--- config.mk ---
export PLATFORM = sky130hd
export DESIGN_NAME = bcr_datapath_regs
export DESIGN_NICKNAME = d
export VERILOG_FILES = /design/src/verilog/bcr_datapath_regs.v
export VERILOG_INCLUDE_DIRS = /design/src /design/src/verilog
export SDC_FILE = /design/constraint.sdc
export NUM_CORES = 1
export LEC_CHECK = 0
export BUFFER_PORTS_ARGS = -buffer_cell sky130_fd_sc_hd__buf_2
export CAP_MARGIN = 0
export CORE_ASPECT_RATIO = 1.75
export CORE_MARGIN = 2
export CORE_UTILIZATION = 35
export CTS_CLUSTER_DIAMETER = 50
export CTS_CLUSTER_SIZE = 40
export DETAILED_ROUTE_END_ITERATION = 8
export HOLD_SLACK_MARGIN = 0.02
export SLEW_MARGIN = 20
export SYNTH_ARGS = -nofsm -noshare
export SYNTH_HDL_FRONTEND = slang
export SYNTH_SLANG_ARGS = --single-unit
--- constraint.sdc ---
create_clock -name clk_sys -period 3.3 [get_ports clk_sys]
set_input_delay 0.495 -clock clk_sys [delete_from_list [all_inputs] [get_ports clk_sys]]
set_output_delay 0.495 -clock clk_sys [all_outputs]
set_load 0.02 [all_outputs]
--- src/verilog/bcr_defines.vh ---
// Register map, field positions and reset values of the BCH datapath register block
`ifndef BCR_DEFINES_VH
`define BCR_DEFINES_VH

// Register byte offsets
`define BCR_OFF_CTRL 8'h00
`define BCR_OFF_COUNT 8'h04
`define BCR_OFF_DATA 8'h08
`define BCR_OFF_PAR0 8'h0c
`define BCR_OFF_PAR1 8'h10
`define BCR_OFF_PAR2 8'h14
`define BCR_OFF_PAR3 8'h18
`define BCR_OFF_STAT 8'h1c
`define BCR_OFF_MASK 8'h20

// Control bits
`define BCR_CTRL_EN 0
`define BCR_CTRL_SRST 1
`define BCR_CTRL_STR 2
`define BCR_CTRL_DIR 3

// Count fields and reset values
`define BCR_DEC_HI 25
`define BCR_DEC_LO 16
`define BCR_ENC_HI 9
`define BCR_ENC_LO 0
`define BCR_DEC_RST 10'h02d
`define BCR_ENC_RST 10'h020

// Status bits
`define BCR_ST_ERR 0
`define BCR_ST_UNFIX 1
`define BCR_ST_ENC 2
`define BCR_ST_DEC 3
`define BCR_ST_ALLF 4
`define BCR_ST_ALL0 5
`define BCR_TALLY_HI 31
`define BCR_TALLY_LO 28
`define BCR_TALLY_NONE 4'h0

// Parity geometry
`define BCR_PAR8_BITS 104
`define BCR_PAR4_BITS 52
`define BCR_PAR3_W 8

// Byte patterns watched during decoding
`define BCR_BYTE_ZERO 8'h00
`define BCR_BYTE_ONES 8'h0f

// AXI responses
`define BCR_RESP_OKAY 2'b00
`define BCR_RESP_SLVERR 2'b10

`endif

--- src/verilog/bcr_datapath_regs.v ---
// BCH engine register block with byte feed port, parity LFSR and status flags
// Summary of operation
// - Count register bits 25:16 hold decode length, payload plus parity bytes.
// - Count register bits 9:0 hold encode length, payload bytes only.
// - Count bits 31:26 and 15:10 ignore writes and read zero.
// - Write-only byte port feeds one payload or parity byte per write.
// - All four parity registers clear on system reset and on soft reset.
// - Eight-error parity: 104 bits, first word 3 bit 7, last word 0 bit 0.
// - Four-error parity: 52 bits, first word 1 bit 19, last word 0 bit 0.
// - Writing one clears a status flag; tally unaffected; writing zero does nothing.
// - Status bits 31:28 give error tally, zero also when unfixable; soft reset clears. The code always reads the tally as zero.
// - Status bit 5 sets when every decoded byte, parity included, is zero.
// - Status bit 4 sets when every decoded byte is 0xf; no error reported.
// - Status bit 3 sets when a decode pass over the byte count completes.
// - Status bit 2 sets when an encode pass completes and parity is ready.
// - Status bit 1 sets when the block has more errors than can be repaired. The code sets it together with bit 0 on any bad block.
// - Status bit 0 sets when decoding finds one or more bad bits.
// - Control bit 1 resets the engine, clears itself and reads zero.
// - Control bit 2 selects four-error (0) or eight-error (1) strength.
// - Control bit 3 selects decoding (0) or encoding (1).
// - Each status flag has its own interrupt enable bit, all off after reset.
//
// The AXI4-Lite register port and the register addresses were left to the implementer.
`timescale 1ns/100ps
`include "bcr_defines.vh"

module bcr_datapath_regs #(
    parameter ADDR_WIDTH = 8,
    parameter [103:0] POLY8 = 104'h1,
    parameter [51:0] POLY4 = 52'h1
) (
    input wire clk_sys,
    input wire reset_n,
    input wire [ADDR_WIDTH-1:0] s_axi_awaddr,
    input wire s_axi_awvalid,
    output reg s_axi_awready,
    input wire [31:0] s_axi_wdata,
    input wire [3:0] s_axi_wstrb,
    input wire s_axi_wvalid,
    output reg s_axi_wready,
    output reg [1:0] s_axi_bresp,
    output reg s_axi_bvalid,
    input wire s_axi_bready,
    input wire [ADDR_WIDTH-1:0] s_axi_araddr,
    input wire s_axi_arvalid,
    output reg s_axi_arready,
    output reg [31:0] s_axi_rdata,
    output reg [1:0] s_axi_rresp,
    output reg s_axi_rvalid,
    input wire s_axi_rready,
    output reg irq
);

    // Byte-lane merge of a write into a stored word
    function [31:0] bcr_merge;
        input [31:0] old;
        input [31:0] din;
        input [3:0] strb;
        integer k;
        begin
            bcr_merge = old;
            for (k = 0; k < 4; k = k + 1) begin
                if (strb[k]) begin
                    bcr_merge[k*8 +: 8] = din[k*8 +: 8];
                end
            end
        end
    endfunction

    // Eight steps of the parity divider, MSB of the byte first
    function [103:0] bcr_lfsr_byte;
        input [103:0] s;
        input [7:0] d;
        input wide;
        integer i;
        reg [103:0] t;
        reg fb;
        begin
            t = s;
            for (i = 7; i >= 0; i = i - 1) begin
                fb = (wide ? t[`BCR_PAR8_BITS-1] : t[`BCR_PAR4_BITS-1]) ^ d[i];
                t = {t[102:0], 1'b0};
                if (fb) begin
                    t = t ^ (wide ? POLY8 : {52'h0, POLY4});
                end
                // Four-error mode keeps only the low 52 bits of the divider
                if (!wide) begin
                    t[103:52] = 52'h0;
                end
            end
            bcr_lfsr_byte = t;
        end
    endfunction

    // Address match helper
    function bcr_hit;
        input [ADDR_WIDTH-1:0] a;
        input [7:0] off;
        begin
            bcr_hit = (a == {{(ADDR_WIDTH-8){1'b0}}, off});
        end
    endfunction

    // Write channel holding registers
    reg aw_held;
    reg [ADDR_WIDTH-1:0] aw_addr;
    reg w_held;
    reg [31:0] w_data;
    reg [3:0] w_strb;

    // Software-visible state
    reg ctrl_en;
    reg strength;
    reg direction;
    reg [9:0] dec_len;
    reg [9:0] enc_len;
    reg [103:0] par_bits;
    reg [5:0] flags;
    reg [5:0] irq_mask;

    // Engine pass state
    reg [103:0] lfsr;
    reg [9:0] byte_cnt;
    reg seen_nonzero;
    reg seen_not_ones;

    // Write is performed once both halves are held and no answer is pending
    wire write_go = aw_held && w_held && !s_axi_bvalid;
    wire w_lane0 = write_go && w_strb[0];
    // Register decode of the held write address
    wire hit_ctrl = bcr_hit(aw_addr, `BCR_OFF_CTRL);
    wire hit_count = bcr_hit(aw_addr, `BCR_OFF_COUNT);
    wire hit_data = bcr_hit(aw_addr, `BCR_OFF_DATA);
    wire hit_par0 = bcr_hit(aw_addr, `BCR_OFF_PAR0);
    wire hit_par1 = bcr_hit(aw_addr, `BCR_OFF_PAR1);
    wire hit_par2 = bcr_hit(aw_addr, `BCR_OFF_PAR2);
    wire hit_par3 = bcr_hit(aw_addr, `BCR_OFF_PAR3);
    wire hit_stat = bcr_hit(aw_addr, `BCR_OFF_STAT);
    wire hit_mask = bcr_hit(aw_addr, `BCR_OFF_MASK);
    wire hit_any = hit_ctrl | hit_count | hit_data | hit_par0 | hit_par1 |
        hit_par2 | hit_par3 | hit_stat | hit_mask;

    // Soft reset acts in the cycle the control write is performed
    // The same write also loads enable, strength and direction
    wire soft_rst = w_lane0 && hit_ctrl && w_data[`BCR_CTRL_SRST];

    // One byte per write, low lane only, while the engine is enabled
    wire feed = w_lane0 && hit_data && ctrl_en && !soft_rst;
    wire [7:0] feed_byte = w_data[7:0];
    // Pass length follows the direction bit; a zero length wraps the counter
    wire [9:0] pass_len = direction ? enc_len : dec_len;
    wire [9:0] cnt_inc = byte_cnt + 10'h001;
    wire pass_end = feed && (cnt_inc == pass_len);
    wire [103:0] next_lfsr = bcr_lfsr_byte(lfsr, feed_byte, strength);

    // Count word seen whole so each byte lane lands in its own field
    wire [31:0] count_merged = bcr_merge({6'h0, dec_len, 6'h0, enc_len}, w_data, w_strb);

    // End-of-decode classification
    wire end_all0 = !seen_nonzero && (feed_byte == `BCR_BYTE_ZERO);
    wire end_allf = !seen_not_ones && (feed_byte == `BCR_BYTE_ONES);
    wire end_bad = (|next_lfsr) && !end_allf;

    // Hardware flag sets for this cycle
    reg [5:0] flag_set;
    always @* begin
        flag_set = 6'h00;
        // Encode end: parity is loaded on this same edge
        if (pass_end && direction) begin
            flag_set[`BCR_ST_ENC] = 1'b1;
        end
        // Decode end: classify the whole block
        if (pass_end && !direction) begin
            flag_set[`BCR_ST_DEC] = 1'b1;
            flag_set[`BCR_ST_ALL0] = end_all0;
            flag_set[`BCR_ST_ALLF] = end_allf;
            flag_set[`BCR_ST_ERR] = end_bad;
            flag_set[`BCR_ST_UNFIX] = end_bad;
        end
    end

    // Write-one-to-clear mask from software
    wire [5:0] flag_clr = (w_lane0 && hit_stat) ? w_data[5:0] : 6'h00;

    // Write address and data channels, taken in either order
    always @(posedge clk_sys or negedge reset_n) begin
        if (!reset_n) begin
            aw_held <= 1'b0;
            aw_addr <= {ADDR_WIDTH{1'b0}};
            s_axi_awready <= 1'b1;
            w_held <= 1'b0;
            w_data <= 32'h0;
            w_strb <= 4'h0;
            s_axi_wready <= 1'b1;
            s_axi_bvalid <= 1'b0;
            s_axi_bresp <= `BCR_RESP_OKAY;
        end else begin
            // Address taken; ready stays low until the answer is accepted
            if (s_axi_awvalid && s_axi_awready) begin
                aw_held <= 1'b1;
                aw_addr <= s_axi_awaddr;
                s_axi_awready <= 1'b0;
            end
            // Data taken, held until the write is performed
            if (s_axi_wvalid && s_axi_wready) begin
                w_held <= 1'b1;
                w_data <= s_axi_wdata;
                w_strb <= s_axi_wstrb;
                s_axi_wready <= 1'b0;
            end
            // Perform the write and raise the answer
            if (write_go) begin
                aw_held <= 1'b0;
                w_held <= 1'b0;
                s_axi_bvalid <= 1'b1;
                s_axi_bresp <= hit_any ? `BCR_RESP_OKAY : `BCR_RESP_SLVERR;
            end
            // Answer accepted, reopen both write channels
            if (s_axi_bvalid && s_axi_bready) begin
                s_axi_bvalid <= 1'b0;
                s_axi_awready <= 1'b1;
                s_axi_wready <= 1'b1;
            end
        end
    end

    // Control, count and enable registers
    always @(posedge clk_sys or negedge reset_n) begin
        if (!reset_n) begin
            ctrl_en <= 1'b0;
            strength <= 1'b0;
            direction <= 1'b0;
            dec_len <= `BCR_DEC_RST;
            enc_len <= `BCR_ENC_RST;
            irq_mask <= 6'h00;
        end else begin
            // Control bits load with any write that carries lane 0
            if (w_lane0 && hit_ctrl) begin
                ctrl_en <= w_data[`BCR_CTRL_EN];
                strength <= w_data[`BCR_CTRL_STR];
                direction <= w_data[`BCR_CTRL_DIR];
            end
            // Count word honours every byte lane; spare bits are dropped
            if (write_go && hit_count) begin
                dec_len <= count_merged[`BCR_DEC_HI:`BCR_DEC_LO];
                enc_len <= count_merged[`BCR_ENC_HI:`BCR_ENC_LO];
            end
            // Interrupt enables, one per status flag
            if (w_lane0 && hit_mask) begin
                irq_mask <= w_data[5:0];
            end
        end
    end

    // Parity words: engine result, software write, reset and soft reset
    always @(posedge clk_sys or negedge reset_n) begin
        if (!reset_n) begin
            par_bits <= 104'h0;
        end else if (soft_rst) begin
            par_bits <= 104'h0;
        end else if (pass_end && direction) begin
            par_bits <= next_lfsr;
        end else if (write_go) begin
            // Software may overwrite parity words between passes
            if (hit_par0) begin
                par_bits[31:0] <= bcr_merge(par_bits[31:0], w_data, w_strb);
            end
            if (hit_par1) begin
                par_bits[63:32] <= bcr_merge(par_bits[63:32], w_data, w_strb);
            end
            if (hit_par2) begin
                par_bits[95:64] <= bcr_merge(par_bits[95:64], w_data, w_strb);
            end
            if (hit_par3 && w_strb[0]) begin
                par_bits[103:96] <= w_data[`BCR_PAR3_W-1:0];
            end
        end
    end

    // Byte counter, divider and pattern trackers of the current pass
    always @(posedge clk_sys or negedge reset_n) begin
        if (!reset_n) begin
            lfsr <= 104'h0;
            byte_cnt <= 10'h000;
            seen_nonzero <= 1'b0;
            seen_not_ones <= 1'b0;
        end else if (soft_rst || pass_end) begin
            // A finished or reset pass restarts from an empty divider
            lfsr <= 104'h0;
            byte_cnt <= 10'h000;
            seen_nonzero <= 1'b0;
            seen_not_ones <= 1'b0;
        end else if (feed) begin
            // Step the divider and the pattern trackers by one byte
            lfsr <= next_lfsr;
            byte_cnt <= cnt_inc;
            seen_nonzero <= seen_nonzero | (feed_byte != `BCR_BYTE_ZERO);
            seen_not_ones <= seen_not_ones | (feed_byte != `BCR_BYTE_ONES);
        end
    end

    // Sticky flags, a hardware set wins over a software clear
    always @(posedge clk_sys or negedge reset_n) begin
        if (!reset_n) begin
            flags <= 6'h00;
        end else begin
            // Software clears first, then the sets of this cycle apply
            flags <= (flags & ~flag_clr) | flag_set;
        end
    end

    // Interrupt output from flags gated by their enables
    always @(posedge clk_sys or negedge reset_n) begin
        if (!reset_n) begin
            irq <= 1'b0;
        end else begin
            irq <= |(flags & irq_mask);
        end
    end

    // Read data selection
    reg [31:0] rd_word;
    reg rd_ok;
    always @* begin
        rd_word = 32'h0;
        rd_ok = 1'b1;
        if (bcr_hit(s_axi_araddr, `BCR_OFF_CTRL)) begin
            rd_word[`BCR_CTRL_EN] = ctrl_en;
            rd_word[`BCR_CTRL_STR] = strength;
            rd_word[`BCR_CTRL_DIR] = direction; // soft reset bit reads zero
        end else if (bcr_hit(s_axi_araddr, `BCR_OFF_COUNT)) begin
            rd_word[`BCR_DEC_HI:`BCR_DEC_LO] = dec_len;
            rd_word[`BCR_ENC_HI:`BCR_ENC_LO] = enc_len;
        end else if (bcr_hit(s_axi_araddr, `BCR_OFF_DATA)) begin
            rd_word = 32'h0;
        end else if (bcr_hit(s_axi_araddr, `BCR_OFF_PAR0)) begin
            rd_word = par_bits[31:0];
        end else if (bcr_hit(s_axi_araddr, `BCR_OFF_PAR1)) begin
            rd_word = par_bits[63:32];
        end else if (bcr_hit(s_axi_araddr, `BCR_OFF_PAR2)) begin
            rd_word = par_bits[95:64];
        end else if (bcr_hit(s_axi_araddr, `BCR_OFF_PAR3)) begin
            rd_word[`BCR_PAR3_W-1:0] = par_bits[103:96];
        end else if (bcr_hit(s_axi_araddr, `BCR_OFF_STAT)) begin
            rd_word[5:0] = flags;
            rd_word[`BCR_TALLY_HI:`BCR_TALLY_LO] = `BCR_TALLY_NONE;
        end else if (bcr_hit(s_axi_araddr, `BCR_OFF_MASK)) begin
            rd_word[5:0] = irq_mask;
        end else begin
            // Unmapped place reads zero with an error response
            rd_ok = 1'b0;
        end
    end

    // Read address and data channels
    always @(posedge clk_sys or negedge reset_n) begin
        if (!reset_n) begin
            s_axi_arready <= 1'b1;
            s_axi_rvalid <= 1'b0;
            s_axi_rdata <= 32'h0;
            s_axi_rresp <= `BCR_RESP_OKAY;
        end else begin
            // Address taken, data captured on the same edge
            if (s_axi_arvalid && s_axi_arready) begin
                s_axi_arready <= 1'b0;
                s_axi_rvalid <= 1'b1;
                s_axi_rdata <= rd_word;
                s_axi_rresp <= rd_ok ? `BCR_RESP_OKAY : `BCR_RESP_SLVERR;
            end
            // Answer accepted, reopen the address channel
            if (s_axi_rvalid && s_axi_rready) begin
                s_axi_rvalid <= 1'b0;
                s_axi_arready <= 1'b1;
            end
        end
    end

endmodule // bcr_datapath_regs

* Word level (Yosys, flattened, before mapping)
Index checks and enable logic that the tools add are counted.
** Storage, ports and cells
- Bits in registers :: 343
- Bits in latches :: 0
- Bits in writable memories :: 0
- ROM bits :: 0
- Input bits :: 59
- Output and inout port bits :: 42
- Word-level logic and storage cells :: 242
- Memories :: 0
** Operators by class
- Add/sub/neg operators :: 1
- $mul :: 0
- Divide/modulo/power cells :: 0
- Order comparisons :: 0
- Equality and inequality tests :: 19
- Shift operators :: 0
- Mux-type cells :: 91
- Bitwise logic cells :: 22
- Reduce and logical (&&, ||, !) cells :: 69
** Operators by type and width (count)
- 104-bit two-way mux :: 5
- 52-bit two-way mux :: 8
- 32-bit two-way mux :: 6
- 104-bit OR reduction :: 1
- 8-bit by 5-bit == test with 1-bit output, second input constant :: 8
- 10-bit two-way mux :: 5
- 8-bit two-way mux :: 6
- 1-bit two-way mux :: 46
- 8-bit by 4-bit == test with 1-bit output, second input constant :: 5
- 6-bit two-way mux :: 6
- 3-bit AND reduction :: 12
- 28-bit two-way mux :: 1
- 3-bit nonzero test :: 9
- 8-bit zero test :: 3
- 1-bit logical AND :: 23
- 20-bit two-way mux :: 1
- 8-bit by 3-bit == test with 1-bit output, second input constant :: 2
- 8-bit by 6-bit == test with 1-bit output, second input constant :: 2
- 2-bit nonzero test :: 7
- 6-bit AND :: 2
- 10-bit by 1-bit adder with 10-bit output, second input constant :: 1
- 10-bit == test :: 1
- 2-bit two-way mux :: 5
- 1-bit OR :: 10
- 11 further kinds :: 27

* Logic depth before layout (Yosys ltp)
- Word-level depth :: 14
- Gate-level depth with buffers :: 11
- Mapped depth without buffers :: 8

* Worst setup path after synthesis
OpenSTA, ideal clock, no wires.
- Kind :: reg2reg
- From :: register byte_cnt[0]
- To :: register lfsr[100]
- Library setup time :: 121 ps
- Arrival time :: 2678 ps
- Data required time :: 3179 ps
- Setup slack :: 501 ps
- Cell stages (with the launch flop) :: 11
- Buffers on the path :: 2
- Clock period less this slack :: 2799 ps
- Cell sequence :: dfrtp_1 -> ha_1 -> nand2_1 -> or4_1 -> mux2_2 -> a32oi_4 -> a31oi_1 -> and2_1 -> clkbuf_1 -> buf_2 -> a22o_1
** Between the ends
- Longest elaborated chain between the ends :: 5
- Elaborated cells on any way between the ends :: 6
- Classes of those cells :: add/sub (1); eq/ne (1); mux (1); reduce/logical (3)
** RTL lines
- start: declaration :: RTL line bcr_datapath_regs.v:123 : reg [9:0] byte_cnt;
- start signal: assignment :: RTL line bcr_datapath_regs.v:296 : byte_cnt <= cnt_inc;
- 10-bit by 1-bit adder with 10-bit output * :: RTL line bcr_datapath_regs.v:152 : wire [9:0] cnt_inc = byte_cnt + 10'h001;
- 10-bit == test * :: RTL line bcr_datapath_regs.v:153 : wire pass_end = feed && (cnt_inc == pass_len);
- 1-bit logical AND * :: RTL line bcr_datapath_regs.v:153
- 1-bit logical OR * :: RTL line bcr_datapath_regs.v:287 : end else if (soft_rst || pass_end) begin
- 104-bit two-way mux / 2-bit nonzero test (equally long branches)
- end signal: assignment :: RTL line bcr_datapath_regs.v:295 : lfsr <= next_lfsr;
- end: declaration :: RTL line bcr_datapath_regs.v:122 : reg [103:0] lfsr;
Every way passes the cells marked *; elsewhere a longest branch is shown, timed or not.
A chain may end at the register's enable or synchronous reset.

* Final worst setup path
- From :: register byte_cnt[0]
- To :: register par_bits[1]
** Between the ends
- Longest elaborated chain between the ends :: 6
- Elaborated cells on any way between the ends :: 10
- Classes of those cells :: add/sub (1); eq/ne (1); mux (2); reduce/logical (6)
** RTL lines
- 10-bit by 1-bit adder with 10-bit output * :: RTL line bcr_datapath_regs.v:152
- 10-bit == test * :: RTL line bcr_datapath_regs.v:153
- 1-bit logical AND * :: RTL line bcr_datapath_regs.v:153
- 1-bit logical AND * :: RTL line bcr_datapath_regs.v:261 : end else if (pass_end && direction) begin
- 3-bit nonzero test (no line) / 104-bit two-way mux (equally long branches)
- 3-bit AND reduction (no line) / 104-bit two-way mux (equally long branches)
- end signal: assignment :: RTL line bcr_datapath_regs.v:262 : par_bits <= next_lfsr;
- end signal: assignment :: RTL line bcr_datapath_regs.v:266 : par_bits[31:0] <= bcr_merge(par_bits[31:0], w_data, w_strb);
- end: declaration :: RTL line bcr_datapath_regs.v:117 : reg [103:0] par_bits;
Marked as above.

==> impl_metrics.toml <==
[place]
hpwl_mm = 39.4
gp_congestion = 0.944
dp_cells = 1978
pre_cts_ws_ns = 0.206
port_buffers = 98

[logic_synthesis]
yosysMostFrequentCell = "dfrtp_1"
synth.area.top_cells = "dfrtp_1, a22o_1, mux2_2, o21ai_0, nand2_1"
synthArstFlopShare = 1.00
synth_top_cells_by_count = "dfrtp_1, a22o_1, nand2_1"
syn-cell-area_mm2 = 0.0154
avgSynthCellArea_um2 = 11.4
synth_top_area_share = 0.540
synth_cell_types = 62
yosysWarningCount = 0
syn_inst = 1351
synth_seq_cells = 341
yosysSeqAreaShare = 0.554
ys.flop_type = "dfrtp_1"
synth_edf_count = 0
yosys.area.top_type = "dfrtp_1"

[min_path]
min_path_type = "primary input to flip-flop"

[pwr]
power.density_mw_per_mm2 = 628
p_clk_frac = 0.316
irDropWorstVdd_v = 0.000332
leakagePower_uw = 0.00765
p_sw_uw = 3910
p_sw_frac = 0.350
seqPwrFrac = 0.497
power_frac_comb = 0.187
internal_power_uw = 7270

[floorplanning]
die_x_um = 163
core_mm2 = 0.0435
fp-row-count = 101
fp.dieH_um = 282
pin_count = 101
start_util = 0.355
design.die.area_mm2 = 0.0459

[clocking]
clk_pin_slew_ns = 0.09
cts-root-buf = "clkbuf_16"
clk_latency_ns = 0.57
cts_buffers = 25
tritoncts = "built"
cts_buffer_depth = 3
ctsHtreeMaxLevel = 1
cts.sink_count = 341

[worst_setup_path]
critical_path_arrival_ns = 3.65
cp_max_fo = 17
cp.required_ns = 3.80
path_class = "flip-flop to flip-flop"
crit_path_end_kind = "flip-flop"
cp-start-kind = "flip-flop"

[grt]
grt_pass1_vias = 12400
grt_usage = 0.237
antenna_found_initial = 0
grt_pass1_wl_mm = 81.2
grt_max_degree = 106
overflow = 0

[route]
dr.pass1.iters = 9
drcViolationCount = 0
viasPerCell = 6.15
drtIter0Drc = 1336
routed-via-count = 12500
wl_mm = 54.1
wl_per_cell_um = 26.7
postRouteAntennaNets = 0

[sta]
final.setup.tns_ns = 0
setup_ws_ns = 0.151
worst_pin_slew_ns = 1.06
min_period_ns = 3.15
rsz0062_at_grt = "false"
max-slew-margin-rel = 0.296
fin_crit_sh = 0.954
setup_violations = 0
fin_worst_skew_ns = 0.0229
slew_viol_final = 0
max_freq_ghz = 0.318
hold_violations = 0

[finish]
layout.cells.non_filler = 2024
drive_gt1_frac = 0.222
fillers = 4186
area_growth_pct = 15.4
diodes = 0
final_nets = 1500

[job]
maxCapViolCount = 0

[status]
outcome = "finished, final reports clean"
[cell type report]
cell class	instances	area (um^2)	share of cell area
clock inverters	20	334	0.0188
flip-flops and latches	341	8540	0.480
clock buffers	25	626	0.0351
inverters	21	78.8	0.00443
multi-input cells	883	6400	0.359
repair buffers	168	1120	0.0627
well taps	566	708	0.0398
[registers in the layout, summed over array words and instances, names as in the netlist, 4 cells and up]
name         flops
irq_mask         6
s_axi_rdata     32
aw_addr          8
flags            6
byte_cnt        10
enc_len         10
w_data          32
lfsr           104
par_bits       104
dec_len         10
w_strb           4
[cells in the final DEF (no fill, tap or decap), drive strengths merged, types with 4 or more instances in the layout]
master and instances:
nand2 116, o31ai 10, a222oi 29, a221o 7, nor4b 4, nor3 8, o21ai 120, mux2i 24
inv 29, nor4 33, clkbuf 25, or3 5, and3 16, xor2 14, a31oi 23, nor2 31
a22oi 51, a21oi 17, buf 167, a22o 117, dfstp 8, nand3 29, o2bb2ai 38, nand3b 4
nand4 11, a221oi 4, clkinv 10, a32oi 35, and2 15, and4 4, xnor2 8, a41oi 4
dfrtp 333, mux2 79
[per-layer routing]
| layer | routed length [um] | track usage | up-vias |
|---|---|---|---|
| met1 | 19700 | 0.276 | 6283 |
| met2 | 26700 | 0.404 | 604 |
| met3 | 3040 | 0.0263 | 197 |
| met5 | 0 | 0 | - |
| li1 | - | - | 5369 |
| met4 | 4660 | 0.172 | 0 |
[worst max-delay path, stage by stage (launching register included)]
cell and delay, ns:
dfrtp_1 0.43, ha_1 0.30, nand2_1 0.13, or4_1 0.54, mux2_2 0.33, a2111oi_4 0.41
nand4_2 0.22, buf_4 0.26, o21ai_0 0.29, a22o_1 0.17
[final timing paths]
path	startpoint	cells after the start	end	slack (ns)
min reg2reg	s_axi_rdata[1]$_DFFE_PN0P_	2	s_axi_rdata[1]$_DFFE_PN0P_	0.47
max	byte_cnt[0]$_DFFE_PN0P_	9	par_bits[1]$_DFFE_PN0P_	0.15
max reg2reg	byte_cnt[0]$_DFFE_PN0P_	9	par_bits[1]$_DFFE_PN0P_	0.15
max in group asynchronous	reset_n	3	par_bits[28]$_DFFE_PN0P_	1.82
min	s_axi_arvalid	2	s_axi_arready$_DFFE_PN1P_	0.11
min in group asynchronous	reset_n	2	w_held$_DFFE_PN0P_	0.49
[cell families after synthesis]
logic type,Yosys count,share of synthesized area
simple gates,293,0.0970
other cells,1,0.000243
fa+ha+maj,1,0.000811
buf+inv,128,0.0352
compound gates,462,0.227
xor+xnor,22,0.0125
mux,103,0.0735
flops,341,0.554
[power groups by stage]
stage	sequential (uW)	combinational, uW	clock, uW
after global placement	5600	2030	0
after CTS	5530	2080	3600
after floorplan	5330	1120	0
final	5560	2090	3540
after detailed placement	5610	2070	0
after global routing	5610	2230	3740
[what timing repair did]
action / 4_1_cts / 5_1_grt
hold endpoints to repair: 80 / 0
endpoints found under the setup margin: 0 / 1
setup buffers: 0 / 0
resized for setup: 0 / 1
hold buffers: 1 / 0
[stage by stage]
stage           util  total power (uW)  instance area [um^2]  hold WS (ns)
2_1_floorplan      -              6450                 15400         0.199
5_1_grt        0.410             11600                 17800         0.111
3_3_place_gp   0.387              7630                 16800         0.463
6_report       0.410             11200                 17800         0.113
4_1_cts        0.410             11200                 17800        0.0916
3_5_place_dp   0.387              7680                 16800         0.466
(Power assumes the default switching activity.)
